--- src/rtl/cff_defines.svh ---
/*
 * Register indices, field positions and reset values of the FIFO
 * status and filter routing block.
 * Assumes the includer has no other macros with the CFF_ prefix.
 */
`ifndef CFF_DEFINES_SVH
`define CFF_DEFINES_SVH

// register indices on the register port
`define CFF_REG_CTRL 2'h0
`define CFF_REG_STAT 2'h1
`define CFF_REG_UADDR 2'h2
`define CFF_REG_FLT 2'h3

// fifo control fields
`define CFF_C_EN_HI 4
`define CFF_C_UINC 8
`define CFF_C_SREQ 9
`define CFF_C_FCLR 10
`define CFF_C_DIR 7
`define CFF_C_DEPTH_LO 24
`define CFF_C_DEPTH_HI 28

// fifo status fields and enable positions
`define CFF_S_ATT 4
`define CFF_S_OVF 3
`define CFF_S_EF 2
`define CFF_S_HALF 1
`define CFF_S_NFNE 0
`define CFF_S_BERR 5
`define CFF_S_LARB 6
`define CFF_S_ABT 7

// filter control: one byte lane per filter
`define CFF_NFLT 4
`define CFF_LANE 8
`define CFF_F_EN 7
`define CFF_F_PTR_HI 4

// widths and reset values
`define CFF_SLOT_W 5
`define CFF_CNT_W 6
`define CFF_RST_DEPTH 5'h00
`define CFF_RST_PTR 5'h00
`define CFF_RST_CNT 6'h00
`define CFF_ONE_CNT 6'h01
`define CFF_RST_WORD 32'h0000_0000

`endif

--- src/rtl/cff_pkg.sv ---
/*
 * Types shared by the FIFO status and filter routing block.
 * Assumes nothing of its surroundings.
 */
package cff_pkg;

	// fifo clear sequencer: held in configuration, pulsed on exit
	typedef enum logic [1:0] {
		CF_IDLE,
		CF_HOLD,
		CF_CLEAR
	} cff_clr_e;

	typedef logic [4:0] cff_slot_t;

endpackage

--- src/rtl/cff_fifo_status.sv ---
/*
 * One message FIFO's control, status and user address registers, plus
 * one filter control word that enables four acceptance filters and
 * routes their hits into a receive FIFO.
 * Assumes a synchronous register port driven by the host interface
 * logic and event strobes from the protocol engine, all on clk_sys_i.
 */
`timescale 1ns/10ps
`default_nettype none
`include "cff_defines.svh"

// Function
// - direction bit 7 selects transmit (1) or receive (0) behaviour.
// - control bit 1 enables half-empty (tx) or half-full (rx) interrupt.
// - control bit 0 enables not-full (tx) or not-empty (rx) interrupt.
// - direction and depth code change only while in configuration mode.
// - fifo clear bit held in configuration, cleared by hardware in normal.
// - status bits 12-8 give next slot to send or to store into.
// - message index runs zero to depth code.
// - status bit 7 set when last transmitted message was aborted.
// - status bit 6 set when the message lost arbitration.
// - status bit 5 set when a bus error hit the transmission.
// - abort, arbitration, error bits clear on send request or host zero.
// - those three bits update on completion, abort or fifo reset.
// - status bit 4 flags retries exhausted; reads zero for receive.
// - status bit 3 flags receive overflow; reads zero for transmit.
// - bit 2 is empty for transmit, full for receive.
// - bit 1 is at-most-half-full for transmit, half-full for receive.
// - bit 0 is not-full for transmit, not-empty for receive.
// - user address gives head for transmit, tail for receive.
// - each filter byte has an enable at its top bit.
// - each filter has a five bit destination fifo pointer.
// - a pointer is writable only while its filter is disabled.
// - fifo depth is depth code plus one messages.
module cff_fifo_status
	import cff_pkg::*;
(
	// clock and reset
	input wire logic clk_sys_i,
	input wire logic rst_n_i,
	// mode
	input wire logic cfg_mode_i,
	// register port
	input wire logic [1:0] reg_addr_i,
	input wire logic reg_wr_i,
	input wire logic [31:0] reg_wdata_i,
	output logic [31:0] reg_rdata_o,
	// protocol engine events
	input wire logic msg_done_i,
	input wire logic msg_abort_i,
	input wire logic lost_arb_i,
	input wire logic bus_err_i,
	input wire logic attempts_exh_i,
	input wire logic rx_store_i,
	// message object placement
	input wire logic [31:0] obj_base_i,
	input wire logic [11:0] obj_size_i,
	// engine requests and interrupt
	output logic send_request_o,
	output logic abort_req_o,
	output logic fifo_irq_o,
	// filter routing
	input wire logic [3:0] flt_match_i,
	output logic [3:0] filter_accept_en_o,
	output logic route_valid_o,
	output logic [4:0] route_fifo_o
);

	logic fifo_direction_tx;
	logic [`CFF_C_EN_HI:0] irq_en;
	cff_slot_t fifo_depth_code;
	logic send_request;
	cff_clr_e clr_state;
	cff_clr_e next_clr_state;
	logic [`CFF_CNT_W-1:0] count;
	cff_slot_t head;
	cff_slot_t tail;
	logic tx_aborted;
	logic tx_lost_arb;
	logic tx_bus_error;
	logic attempts_exhausted;
	logic rx_overflow;
	logic [`CFF_NFLT-1:0] filter_accept_en;
	cff_slot_t flt_ptr [`CFF_NFLT];
	logic [31:0] flt_word;
	logic [31:0] rd_mux;

	// register port decode
	wire wr_ctrl = reg_wr_i && (reg_addr_i == `CFF_REG_CTRL);
	wire wr_stat = reg_wr_i && (reg_addr_i == `CFF_REG_STAT);
	wire wr_flt = reg_wr_i && (reg_addr_i == `CFF_REG_FLT);
	wire [`CFF_CNT_W-1:0] depth = {1'b0, fifo_depth_code} + `CFF_ONE_CNT;
	wire full = (count == depth);
	wire empty = (count == `CFF_RST_CNT);
	wire clearing = (clr_state == CF_CLEAR);
	wire fifo_clear = (clr_state != CF_IDLE);
	wire running = !cfg_mode_i && !fifo_clear;
	// host increment is ignored while the fifo is held or clearing
	wire host_inc = wr_ctrl && reg_wdata_i[`CFF_C_UINC] && running;
	// direction steers who fills and who drains
	wire push = running && !full &&
		(fifo_direction_tx ? host_inc : rx_store_i);
	wire pop = running && !empty &&
		(fifo_direction_tx ? msg_done_i : host_inc);
	wire ovf_evt = running && !fifo_direction_tx && rx_store_i && full;
	wire evt_done = fifo_direction_tx && (msg_done_i || msg_abort_i);
	wire sreq_set = wr_ctrl && reg_wdata_i[`CFF_C_SREQ] && fifo_direction_tx;
	wire sreq_drop = wr_ctrl && !reg_wdata_i[`CFF_C_SREQ] && send_request;
	wire last_out = pop && !push && (count == `CFF_ONE_CNT);
	// slot wrap at the configured depth
	wire [`CFF_SLOT_W-1:0] head_inc = head + 5'h01;
	wire [`CFF_SLOT_W-1:0] tail_inc = tail + 5'h01;
	wire cff_slot_t next_head =
		(head == fifo_depth_code) ? `CFF_RST_PTR : head_inc;
	wire cff_slot_t next_tail =
		(tail == fifo_depth_code) ? `CFF_RST_PTR : tail_inc;
	wire [`CFF_CNT_W-1:0] next_count =
		count + {5'h00, push} - {5'h00, pop};
	// index follows the engine's side of the queue
	wire cff_slot_t msg_index = fifo_direction_tx ? tail : head;
	// user address follows the host's side of the queue
	wire cff_slot_t ua_slot = fifo_direction_tx ? head : tail;
	wire [16:0] ua_off = obj_size_i * ua_slot;
	wire [31:0] fifo_user_addr = obj_base_i + {15'h0000, ua_off};

	// level flags are pure functions of occupancy
	// empty when transmitting, full when receiving
	wire empty_full_flag = fifo_direction_tx ? empty : full;
	// doubled count compared against depth avoids a divider
	wire [`CFF_CNT_W:0] cnt2 = {count, 1'b0};
	wire [`CFF_CNT_W:0] dep1 = {1'b0, depth};
	wire half_level_flag = fifo_direction_tx ? (cnt2 <= dep1) : (cnt2 >= dep1);
	// not full when transmitting, not empty when receiving
	wire notfull_notempty_flag = fifo_direction_tx ? !full : !empty;
	wire att_rd = attempts_exhausted && fifo_direction_tx;
	wire ovf_rd = rx_overflow && !fifo_direction_tx;
	wire [`CFF_C_EN_HI:0] flags = {att_rd, ovf_rd, empty_full_flag,
		half_level_flag, notfull_notempty_flag};

	// each enabled flag raises the request
	assign fifo_irq_o = |(flags & irq_en);
	assign send_request_o = send_request;

	// read views of the three fifo words
	wire [31:0] ctrl_word = {3'h0, fifo_depth_code, 13'h0000, fifo_clear,
		send_request, 1'b0, fifo_direction_tx, 2'h0, irq_en};
	wire [31:0] stat_word = {19'h00000, msg_index, tx_aborted, tx_lost_arb,
		tx_bus_error, flags};
	assign rd_mux = (reg_addr_i == `CFF_REG_CTRL) ? ctrl_word :
		(reg_addr_i == `CFF_REG_STAT) ? stat_word :
		(reg_addr_i == `CFF_REG_UADDR) ? fifo_user_addr : flt_word;

	// control fields; locked ones only move in configuration
	always_ff @(posedge clk_sys_i) begin
		if (!rst_n_i) begin
			fifo_direction_tx <= 1'b0;
			fifo_depth_code <= `CFF_RST_DEPTH;
			irq_en <= '0;
		end else if (wr_ctrl) begin
			irq_en <= reg_wdata_i[`CFF_C_EN_HI:0];
			if (cfg_mode_i) begin
				fifo_direction_tx <= reg_wdata_i[`CFF_C_DIR];
				fifo_depth_code <=
					reg_wdata_i[`CFF_C_DEPTH_HI:`CFF_C_DEPTH_LO];
			end
		end
	end

	// clear sequencer, held in configuration, self clearing after
	always_comb begin
		next_clr_state = clr_state;
		case (clr_state)
			CF_IDLE: begin
				if (cfg_mode_i)
					next_clr_state = CF_HOLD;
				else if (wr_ctrl && reg_wdata_i[`CFF_C_FCLR])
					next_clr_state = CF_CLEAR;
			end
			CF_HOLD: next_clr_state = cfg_mode_i ? CF_HOLD : CF_CLEAR;
			CF_CLEAR: next_clr_state = cfg_mode_i ? CF_HOLD : CF_IDLE;
			default: next_clr_state = CF_HOLD;
		endcase
	end

	// device comes out of reset in configuration, so the fifo is held
	always_ff @(posedge clk_sys_i) begin
		if (!rst_n_i)
			clr_state <= CF_HOLD;
		else
			clr_state <= next_clr_state;
	end

	// occupancy and slot pointers, zeroed by a fifo reset
	always_ff @(posedge clk_sys_i) begin
		if (!rst_n_i || clearing) begin
			count <= `CFF_RST_CNT;
			head <= `CFF_RST_PTR;
			tail <= `CFF_RST_PTR;
		end else begin
			count <= next_count;
			if (push)
				head <= next_head;
			if (pop)
				tail <= next_tail;
		end
	end

	// send request: host sets, hardware drops when the queue drains
	always_ff @(posedge clk_sys_i) begin
		if (!rst_n_i || clearing) begin
			send_request <= 1'b0;
			abort_req_o <= 1'b0;
		end else begin
			abort_req_o <= sreq_drop;
			if (sreq_set)
				send_request <= 1'b1;
			else if (sreq_drop || last_out || msg_abort_i)
				send_request <= 1'b0;
		end
	end

	// outcome bits, engine update beats send request and host clears; reset and fifo reset beat it
	always_ff @(posedge clk_sys_i) begin
		if (!rst_n_i || clearing) begin
			tx_aborted <= 1'b0;
			tx_lost_arb <= 1'b0;
			tx_bus_error <= 1'b0;
		end else if (evt_done) begin
			tx_aborted <= msg_abort_i;
			tx_lost_arb <= lost_arb_i;
			tx_bus_error <= bus_err_i;
		end else if (sreq_set) begin
			tx_aborted <= 1'b0;
			tx_lost_arb <= 1'b0;
			tx_bus_error <= 1'b0;
		end else if (wr_stat) begin
			tx_aborted <= tx_aborted & reg_wdata_i[`CFF_S_ABT];
			tx_lost_arb <= tx_lost_arb & reg_wdata_i[`CFF_S_LARB];
			tx_bus_error <= tx_bus_error & reg_wdata_i[`CFF_S_BERR];
		end
	end

	// sticky event flags; a new event wins over a host clear
	always_ff @(posedge clk_sys_i) begin
		if (!rst_n_i || clearing) begin
			attempts_exhausted <= 1'b0;
			rx_overflow <= 1'b0;
		end else begin
			attempts_exhausted <= (attempts_exh_i && fifo_direction_tx) ||
				(attempts_exhausted &&
				!(wr_stat && !reg_wdata_i[`CFF_S_ATT]));
			rx_overflow <= ovf_evt ||
				(rx_overflow && !(wr_stat && !reg_wdata_i[`CFF_S_OVF]));
		end
	end

	// registered read data
	always_ff @(posedge clk_sys_i) begin
		if (!rst_n_i)
			reg_rdata_o <= `CFF_RST_WORD;
		else
			reg_rdata_o <= rd_mux;
	end

	// one byte lane per filter
	genvar gi;
	generate
		for (gi = 0; gi < `CFF_NFLT; gi++) begin : g_flt
			wire [7:0] lane = reg_wdata_i[gi*`CFF_LANE +: `CFF_LANE];
			always_ff @(posedge clk_sys_i) begin
				if (!rst_n_i) begin
					filter_accept_en[gi] <= 1'b0;
					flt_ptr[gi] <= `CFF_RST_PTR;
				end else if (wr_flt) begin
					filter_accept_en[gi] <= lane[`CFF_F_EN];
					// pointer locked while filter is live
					if (!filter_accept_en[gi])
						flt_ptr[gi] <= lane[`CFF_F_PTR_HI:0];
				end
			end
			assign flt_word[gi*`CFF_LANE +: `CFF_LANE] =
				{filter_accept_en[gi], 2'h0, flt_ptr[gi]};
		end
	endgenerate

	// lowest numbered enabled hit picks the destination
	wire [3:0] flt_hit = flt_match_i & filter_accept_en;
	assign filter_accept_en_o = filter_accept_en;
	assign route_valid_o = |flt_hit;
	assign route_fifo_o = flt_hit[0] ? flt_ptr[0] :
		flt_hit[1] ? flt_ptr[1] :
		flt_hit[2] ? flt_ptr[2] :
		flt_hit[3] ? flt_ptr[3] : `CFF_RST_PTR;
endmodule
`default_nettype wire

--- config.mk ---
export PLATFORM = sky130hd
export DESIGN_NAME = cff_fifo_status
export DESIGN_NICKNAME = d
export VERILOG_FILES = /design/src/rtl/cff_pkg.sv /design/src/rtl/cff_fifo_status.sv
export VERILOG_INCLUDE_DIRS = /design/src /design/src/rtl
export SDC_FILE = /design/constraint.sdc
export NUM_CORES = 1
export LEC_CHECK = 0
export ABC_AREA = 1
export BUFFER_PORTS_ARGS = -buffer_cell sky130_fd_sc_hd__buf_2
export CELL_PAD_IN_SITES_DETAIL_PLACEMENT = 1
export CELL_PAD_IN_SITES_GLOBAL_PLACEMENT = 1
export CORE_ASPECT_RATIO = 2
export CORE_UTILIZATION = 44
export CTS_BUF_LIST = sky130_fd_sc_hd__clkbuf_16
export DETAILED_ROUTE_END_ITERATION = 16
export PLACE_DENSITY_LB_ADDON = 0.1
export SYNTH_ARGS = -nofsm -noshare
export SYNTH_HDL_FRONTEND = slang
export SYNTH_SLANG_ARGS = --single-unit
export TNS_END_PERCENT = 1
--- constraint.sdc ---
create_clock -name clk_sys_i -period 8.5 [get_ports clk_sys_i]
set_input_delay 0.85 -clock clk_sys_i [delete_from_list [all_inputs] [get_ports clk_sys_i]]
set_output_delay 0.85 -clock clk_sys_i [all_outputs]
set_load 0.03 [all_outputs]
==> flow_summary.ini, run 1 <==
[timing]
post-route-period-util_pct = 66.6
finClkSkew_ps = 12.1
fin_tns_setup_ps = 0
fmax_mhz = 177
fin_crit_ps = 5660
final-max-slew-violation-count = 0
hold_viol = 0
tightest_slew_ps = 1070
rsz0062_at_grt = no
maxSlewHeadroom_pct = 28.1
whs_ps = 481
setup_violations = 0

[critical_path]
worstPathCellList = buf_4, inv_1, or2_2, o21ai_1, inv_1, nand2_1, fa_1, fa_1, fa_1, inv_1, ha_1, nand2_1, nand2_1, nand2_1, nand3_1, nand2_1, nand2_1, nand2_1, nand2_1, nand2_1, nand3_1, nand2_1, inv_1
cp.arrival_ps = 5920
path_buf_inv = 5
cpMostUsedCell = nand2_1
end_kind = register
path_class = reg -> reg
cp_slowest_cell = o21ai_1
crit_family = adder cells
cp.required_ps = 8760
max_stage_delay_ps = 570
start_kind = register
path_max_fanout = 30

[die]
start_util_pct = 44.7
die_height_um = 192
die_w_um = 96.8
die_area_um2 = 18600
io_pins = 137
fp-row-count = 69
coreArea_um2 = 17700

[cts]
cts_tree = built
clockBufferDepth = 2
clk_latency_ps = 370
cts-hold-fix-buffers = 0
post_cts_buffers = 0
h-tree-depth = 3
clkTransAtPathRegs_ps = 70
cts.sinks = 92
cts_buffers = 9
cts_root_buf = clkbuf_16
cts_resized = 0

[logic_synthesis]
syn_nets = 1357
synth_cells = 1176
synth_top_cell_area_share_pct = 18.2
yosysUniqueCellTypes = 50
synth_edf_count = 20
yosysTopAreaCell = dfxtp_1
async_flop_share_pct = 0
yosysMostFrequentCell = nand2_1
ys_seq_elements = 92
ys_seq_area_share_pct = 25.8
synth.area.top_cells = dfxtp_1 (18%), nand2_1 (12%), inv_1 (12%)
synth_area_per_cell_um2 = 6.73
synth_area_um2 = 7910
ys_top_cells_by_count = nand2_1 (258), inv_1 (247), nor2_1 (157)
yosys_warnings = 0
ys.flop_type = dfxtp_1

[layout]
diodes = 0
filler_cell_count = 2469
stdcell_area_um2 = 9040
syn2layout_area_growth_pct = 14.2
drive_gt1_share_pct = 13.1
nets = 1478
multi_input_area_um2 = 4820
regArea_um2 = 2040

[status]
outcome = finished clean

[place]
post_dp_cell_area_um2 = 8730
place.gp.congestion = 0.914
io_buffers = 130
dp_hpwl_mm = 24.0

[power]
p_leak_nw = 4.85
powerDensity_nw_per_um2 = 148
p_comb_share_pct = 31.0
peakVddDrop_uv = 126
internal_power_mw = 0.840
seqPwrFrac_pct = 36.7
switching_share_pct = 37.4
p_clk_share_pct = 32.4
power.switching_mw = 0.501

[global_route]
antenna_found_initial = 0
first_global_vias = 8784
grt_use_total_pct = 31.2
grt_max_degree = 31
grt_pass1_wl_mm = 43.7
gr-total-overflow = 0

[route]
viasPerCell = 5.33
route.detailed.drc = 0
firstDrtPassIters = 4
vias = 8079
detail-route-antenna-nets = 0
routed_wl_mm = 28.2
drtIter0Drc = 212
wl_per_cell_um = 18.6

[run]
drv_cap = 0

[worst_hold_path]
min_path_type = reg -> reg
worst register-to-register path, stage by stage, from the launching register on:
cell,delay [ps]
dfxtp_1,310
buf_4,330
inv_1,370
or2_2,390
o21ai_1,570
inv_1,240
nand2_1,150
fa_1,450
fa_1,540
fa_1,560
inv_1,60
ha_1,400
nand2_1,130
nand2_1,60
nand2_1,50
nand3_1,190
nand2_1,120
nand2_1,140
nand2_1,140
nand2_1,90
nand2_1,80
nand3_1,80
nand2_1,90
inv_1,40
final timing paths:
kind,startpoint,endpoint,slack [ps],depth (start not counted)
max reg2reg,fifo_direction_tx,reg_rdata_o[19],2840,23
min,tx_lost_arb,reg_rdata_o[6],480,2
min reg2reg,tx_lost_arb,reg_rdata_o[6],480,2
max,fifo_direction_tx,reg_rdata_o[19],2840,23
cell families after synthesis:
logic type / Yosys count / share of synthesized area (%)
compound gates: 173 / 12.3
xor+xnor: 14 / 1.55
fa+ha+maj: 89 / 18.4
buf+inv: 272 / 13.3
flops: 92 / 25.8
mux: 1 / 0.142
simple gates: 535 / 28.5
registers in the layout, summed over array words and instances (netlist names), 2 cells and up:
signal              cells
fifo_depth_code         5
filter_accept_en_o      4
irq_en                  5
head                    5
flt_ptr                20
reg_rdata_o            32
clr_state               2
tail                    5
count                   6
per-layer routing:
metal | wire (um) | share of wire (%) | global-route usage [%]
met5 | 0 | 0 | 0
met1 | 9040 | 32 | 26.5
met2 | 16200 | 57 | 63.1
met3 | 619 | 2.2 | 3.35
met4 | 2360 | 8.4 | 25.6
layout make-up:
type | count | share of cell area, %
inverters | 250 | 10.4
multi-input cells | 812 | 53.3
clock buffers | 9 | 2.49
repair buffers | 132 | 7.36
clock inverters | 7 | 0.900
well taps | 213 | 2.95
flip-flops and latches | 92 | 22.6
per-stage QoR:
| step | worst slack (ps) | total power, mW | instances | utilization [%] |
|---|---|---|---|---|
| 6_report | 2840 | 1.34 | 1515 | 51.1 |
| 5_1_grt | 2530 | 1.41 | 1515 | 51.1 |
| 4_1_cts | 2900 | 1.35 | 1515 | 51.1 |
| 3_5_place_dp | 2930 | 0.916 | 1499 | 49.3 |
| 3_3_place_gp | 2980 | 0.905 | 1499 | 49.3 |
| 2_1_floorplan | 4320 | 0.770 | 1176 | - |
cell usage in the layout, fill, tap and decap left out, types with 2 or more instances in the layout:
cell,instances
o21ai_0,63
xor2_1,10
nand4_1,9
o21bai_1,2
o32ai_1,3
fa_1,46
xnor2_1,4
nor2_2,2
inv_1,247
edfxtp_1,20
clkbuf_16,9
o21ai_1,2
nand3b_1,6
clkinv_1,3
o22a_1,2
a21oi_1,71
nand2_4,2
a21o_1,4
dfxtp_1,72
nor2_4,3
nand2_1,258
o211ai_1,4
nor2_1,157
nor3_1,10
o21ai_2,4
o221ai_1,2
nand3_1,76
ha_1,43
nand2_2,2
or2_2,4
inv_8,2
a31oi_1,6
o22ai_1,4
inv_6,2
buf_2,130
buf_4,2
power by group through the flow:
| stage | combinational, mW | clock (mW) | sequential (mW) |
|---|---|---|---|
| after floorplan | 0.257 | 0 | 0.513 |
| after global placement | 0.405 | 0 | 0.500 |
| after detailed placement | 0.415 | 0 | 0.501 |
| after CTS | 0.418 | 0.442 | 0.491 |
| after global routing | 0.464 | 0.457 | 0.493 |
| final | 0.415 | 0.434 | 0.491 |
(Power assumes the default switching activity.)
==> run 2: changes to the inputs <==
CORE_UTILIZATION = 37   (was 44)
clock period = 4.7 ns   (was 8.5 ns; I/O delays follow)
==> run 2 against run 1 <==
Net effect: worst hold slack worse by 140 ps; first-iteration DRC count up 25%; clock power up 85%; sequential share of layout area shrank 0.51 points; die area grew 19%; count of clock-buffer cells in the layout unchanged; register-to-register slack got worse by 2500 ps; cell count grew 4.6%; critical endpoint is now reg_rdata_o[12]; largest cell class unchanged.
==> flow_summary.ini, run 2 (synthesis gave the netlist of run 1 again) <==
[place]
io_buffers = 130
dp.cells = 1568
place.gp.congestion = 0.890
dpl_worst_slack_ps = 195
dp_hpwl_mm = 24.6

[cts]
cts-hold-fix-buffers = 0
cts.sinks = 92
cts_tree = built
h-tree-depth = 3
clkTransAtPathRegs_ps = 80
clk_latency_ps = 370
clockBufferDepth = 2
cts_root_buf = clkbuf_16
cts_buffers = 9

[route]
route.detailed.drc = 0
firstDrtPassIters = 4
viasPerCell = 5.04
vias = 7988
drtIter0Drc = 265
routed_wl_mm = 28.5
wl_per_cell_um = 18.0
detail-route-antenna-nets = 0

[global_route]
antenna_found_initial = 0
grt_max_degree = 27
first_global_vias = 8891
grt_use_total_pct = 27.5
gr-total-overflow = 0
grt_pass1_wl_mm = 45.3

[layout]
regArea_um2 = 2040
final_cells = 1584
mostFrequentLayoutCells = nand2_1 (256), inv_1 (247), nor2_1 (157)
largest_reg_flops = 32
drive_gt1_share_pct = 14.4
fin_util_pct = 44.2
nets = 1491
final_common_cell = nand2_1
syn2layout_area_growth_pct = 16.9
largestRegisters = reg_rdata_o: 32 flops, flt_ptr: 20 flops, count: 6 flops
multi_input_area_um2 = 4840
largest_register = reg_rdata_o
diodes = 0
filler_cell_count = 2841

[die]
die_height_um = 209
die_area_um2 = 22000
die_w_um = 105
start_util_pct = 37.8
fp-row-count = 75
coreArea_um2 = 20900
io_pins = 137

[timing]
tightest_slew_ps = 965
hold_viol = 0
fmax_mhz = 227
post-route-period-util_pct = 93.8
setup_ws_ps = 291
finClkSkew_ps = 8.87
fin_crit_ps = 4410
rsz0062_at_grt = yes
setup_violations = 0
maxSlewHeadroom_pct = 35.5
final-max-slew-violation-count = 0

[power]
p_leak_nw = 4.92
powerDensity_nw_per_um2 = 265
peakVddDrop_uv = 279

[critical_path]
cp.required_ps = 4940
path_buf_inv = 5
end_kind = register
cp.arrival_ps = 4650
max_stage_delay_ps = 570
start_kind = register
path_max_fanout = 11
cpMostUsedCell = inv_1
cp_slowest_cell = fa_1
path_class = reg -> reg
worstPathCellList = inv_1, or2_2, o21ai_0, buf_4, nor2_1, fa_1, fa_1, inv_1, fa_1, inv_1, ha_1, nand2_1, inv_1, a21oi_2, nand3_2, nand2_1, nand2_1, o21ai_0, a21oi_1
crit_family = adder cells

[status]
outcome = finished clean

[worst_hold_path]
min_path_type = in -> reg

[run]
drv_cap = 0
[run 2: area by class of cell]
type | count | area share [%]
tap | 269 | 3.64
timing repair buffer | 145 | 8.39
inverter | 250 | 10.1
sequential | 92 | 22.1
clock buffer | 9 | 2.44
multi-input combinational | 812 | 52.3
clock inverter | 7 | 1.00
[run 2: worst min-delay path, cell delays in order]
cell	delay (ps)
buf_2	100
nor2_1	50
o21ai_0	60
[run 2: worst paths after layout]
check                         end  depth (start not counted)  slack (ps)              start
setup reg to reg  reg_rdata_o[12]                         19         290  fifo_direction_tx
setup / recovery  reg_rdata_o[12]                         19         290  fifo_direction_tx
hold / removal       clr_state[0]                          3         340         cfg_mode_i
hold reg to reg    reg_rdata_o[6]                          2         480        tx_lost_arb
[run 2: layer usage]
layer / vias to the layer above / share of wire [%] / GRT usage [%] / wire length (um)
met5: - / 0 / 0 / 0
met4: 0 / 7.0 / 18.9 / 1980
met3: 88 / 1.8 / 2.87 / 511
met2: 151 / 58 / 56.2 / 16600
met1: 3822 / 33 / 23.9 / 9370
li1: 3927 / - / - / -
[run 2: repair_timing]
item / in CTS / in global routing
buffers inserted: 0 / 0
gates resized for setup: 0 / 6
setup endpoints to repair: 0 / 8
[run 2: power breakdown]
group / internal, mW / switching, mW / total (mW)
clock: 0.427 / 0.377 / 0.804
sequential: 0.852 / 0.0373 / 0.890
combinational: 0.251 / 0.507 / 0.759
total: 1.53 / 0.921 / 2.45
[run 2: stage by stage]
step	power [mW]	setup TNS (ps)	cell area, um^2	hold slack [ps]
after detailed placement	1.67	0	8910	471
after global routing	2.60	-15.7	9250	361
after floorplan	1.39	0	7910	440
final	2.45	0	9250	345
after global placement	1.66	0	8910	467
after CTS	2.48	0	9230	328
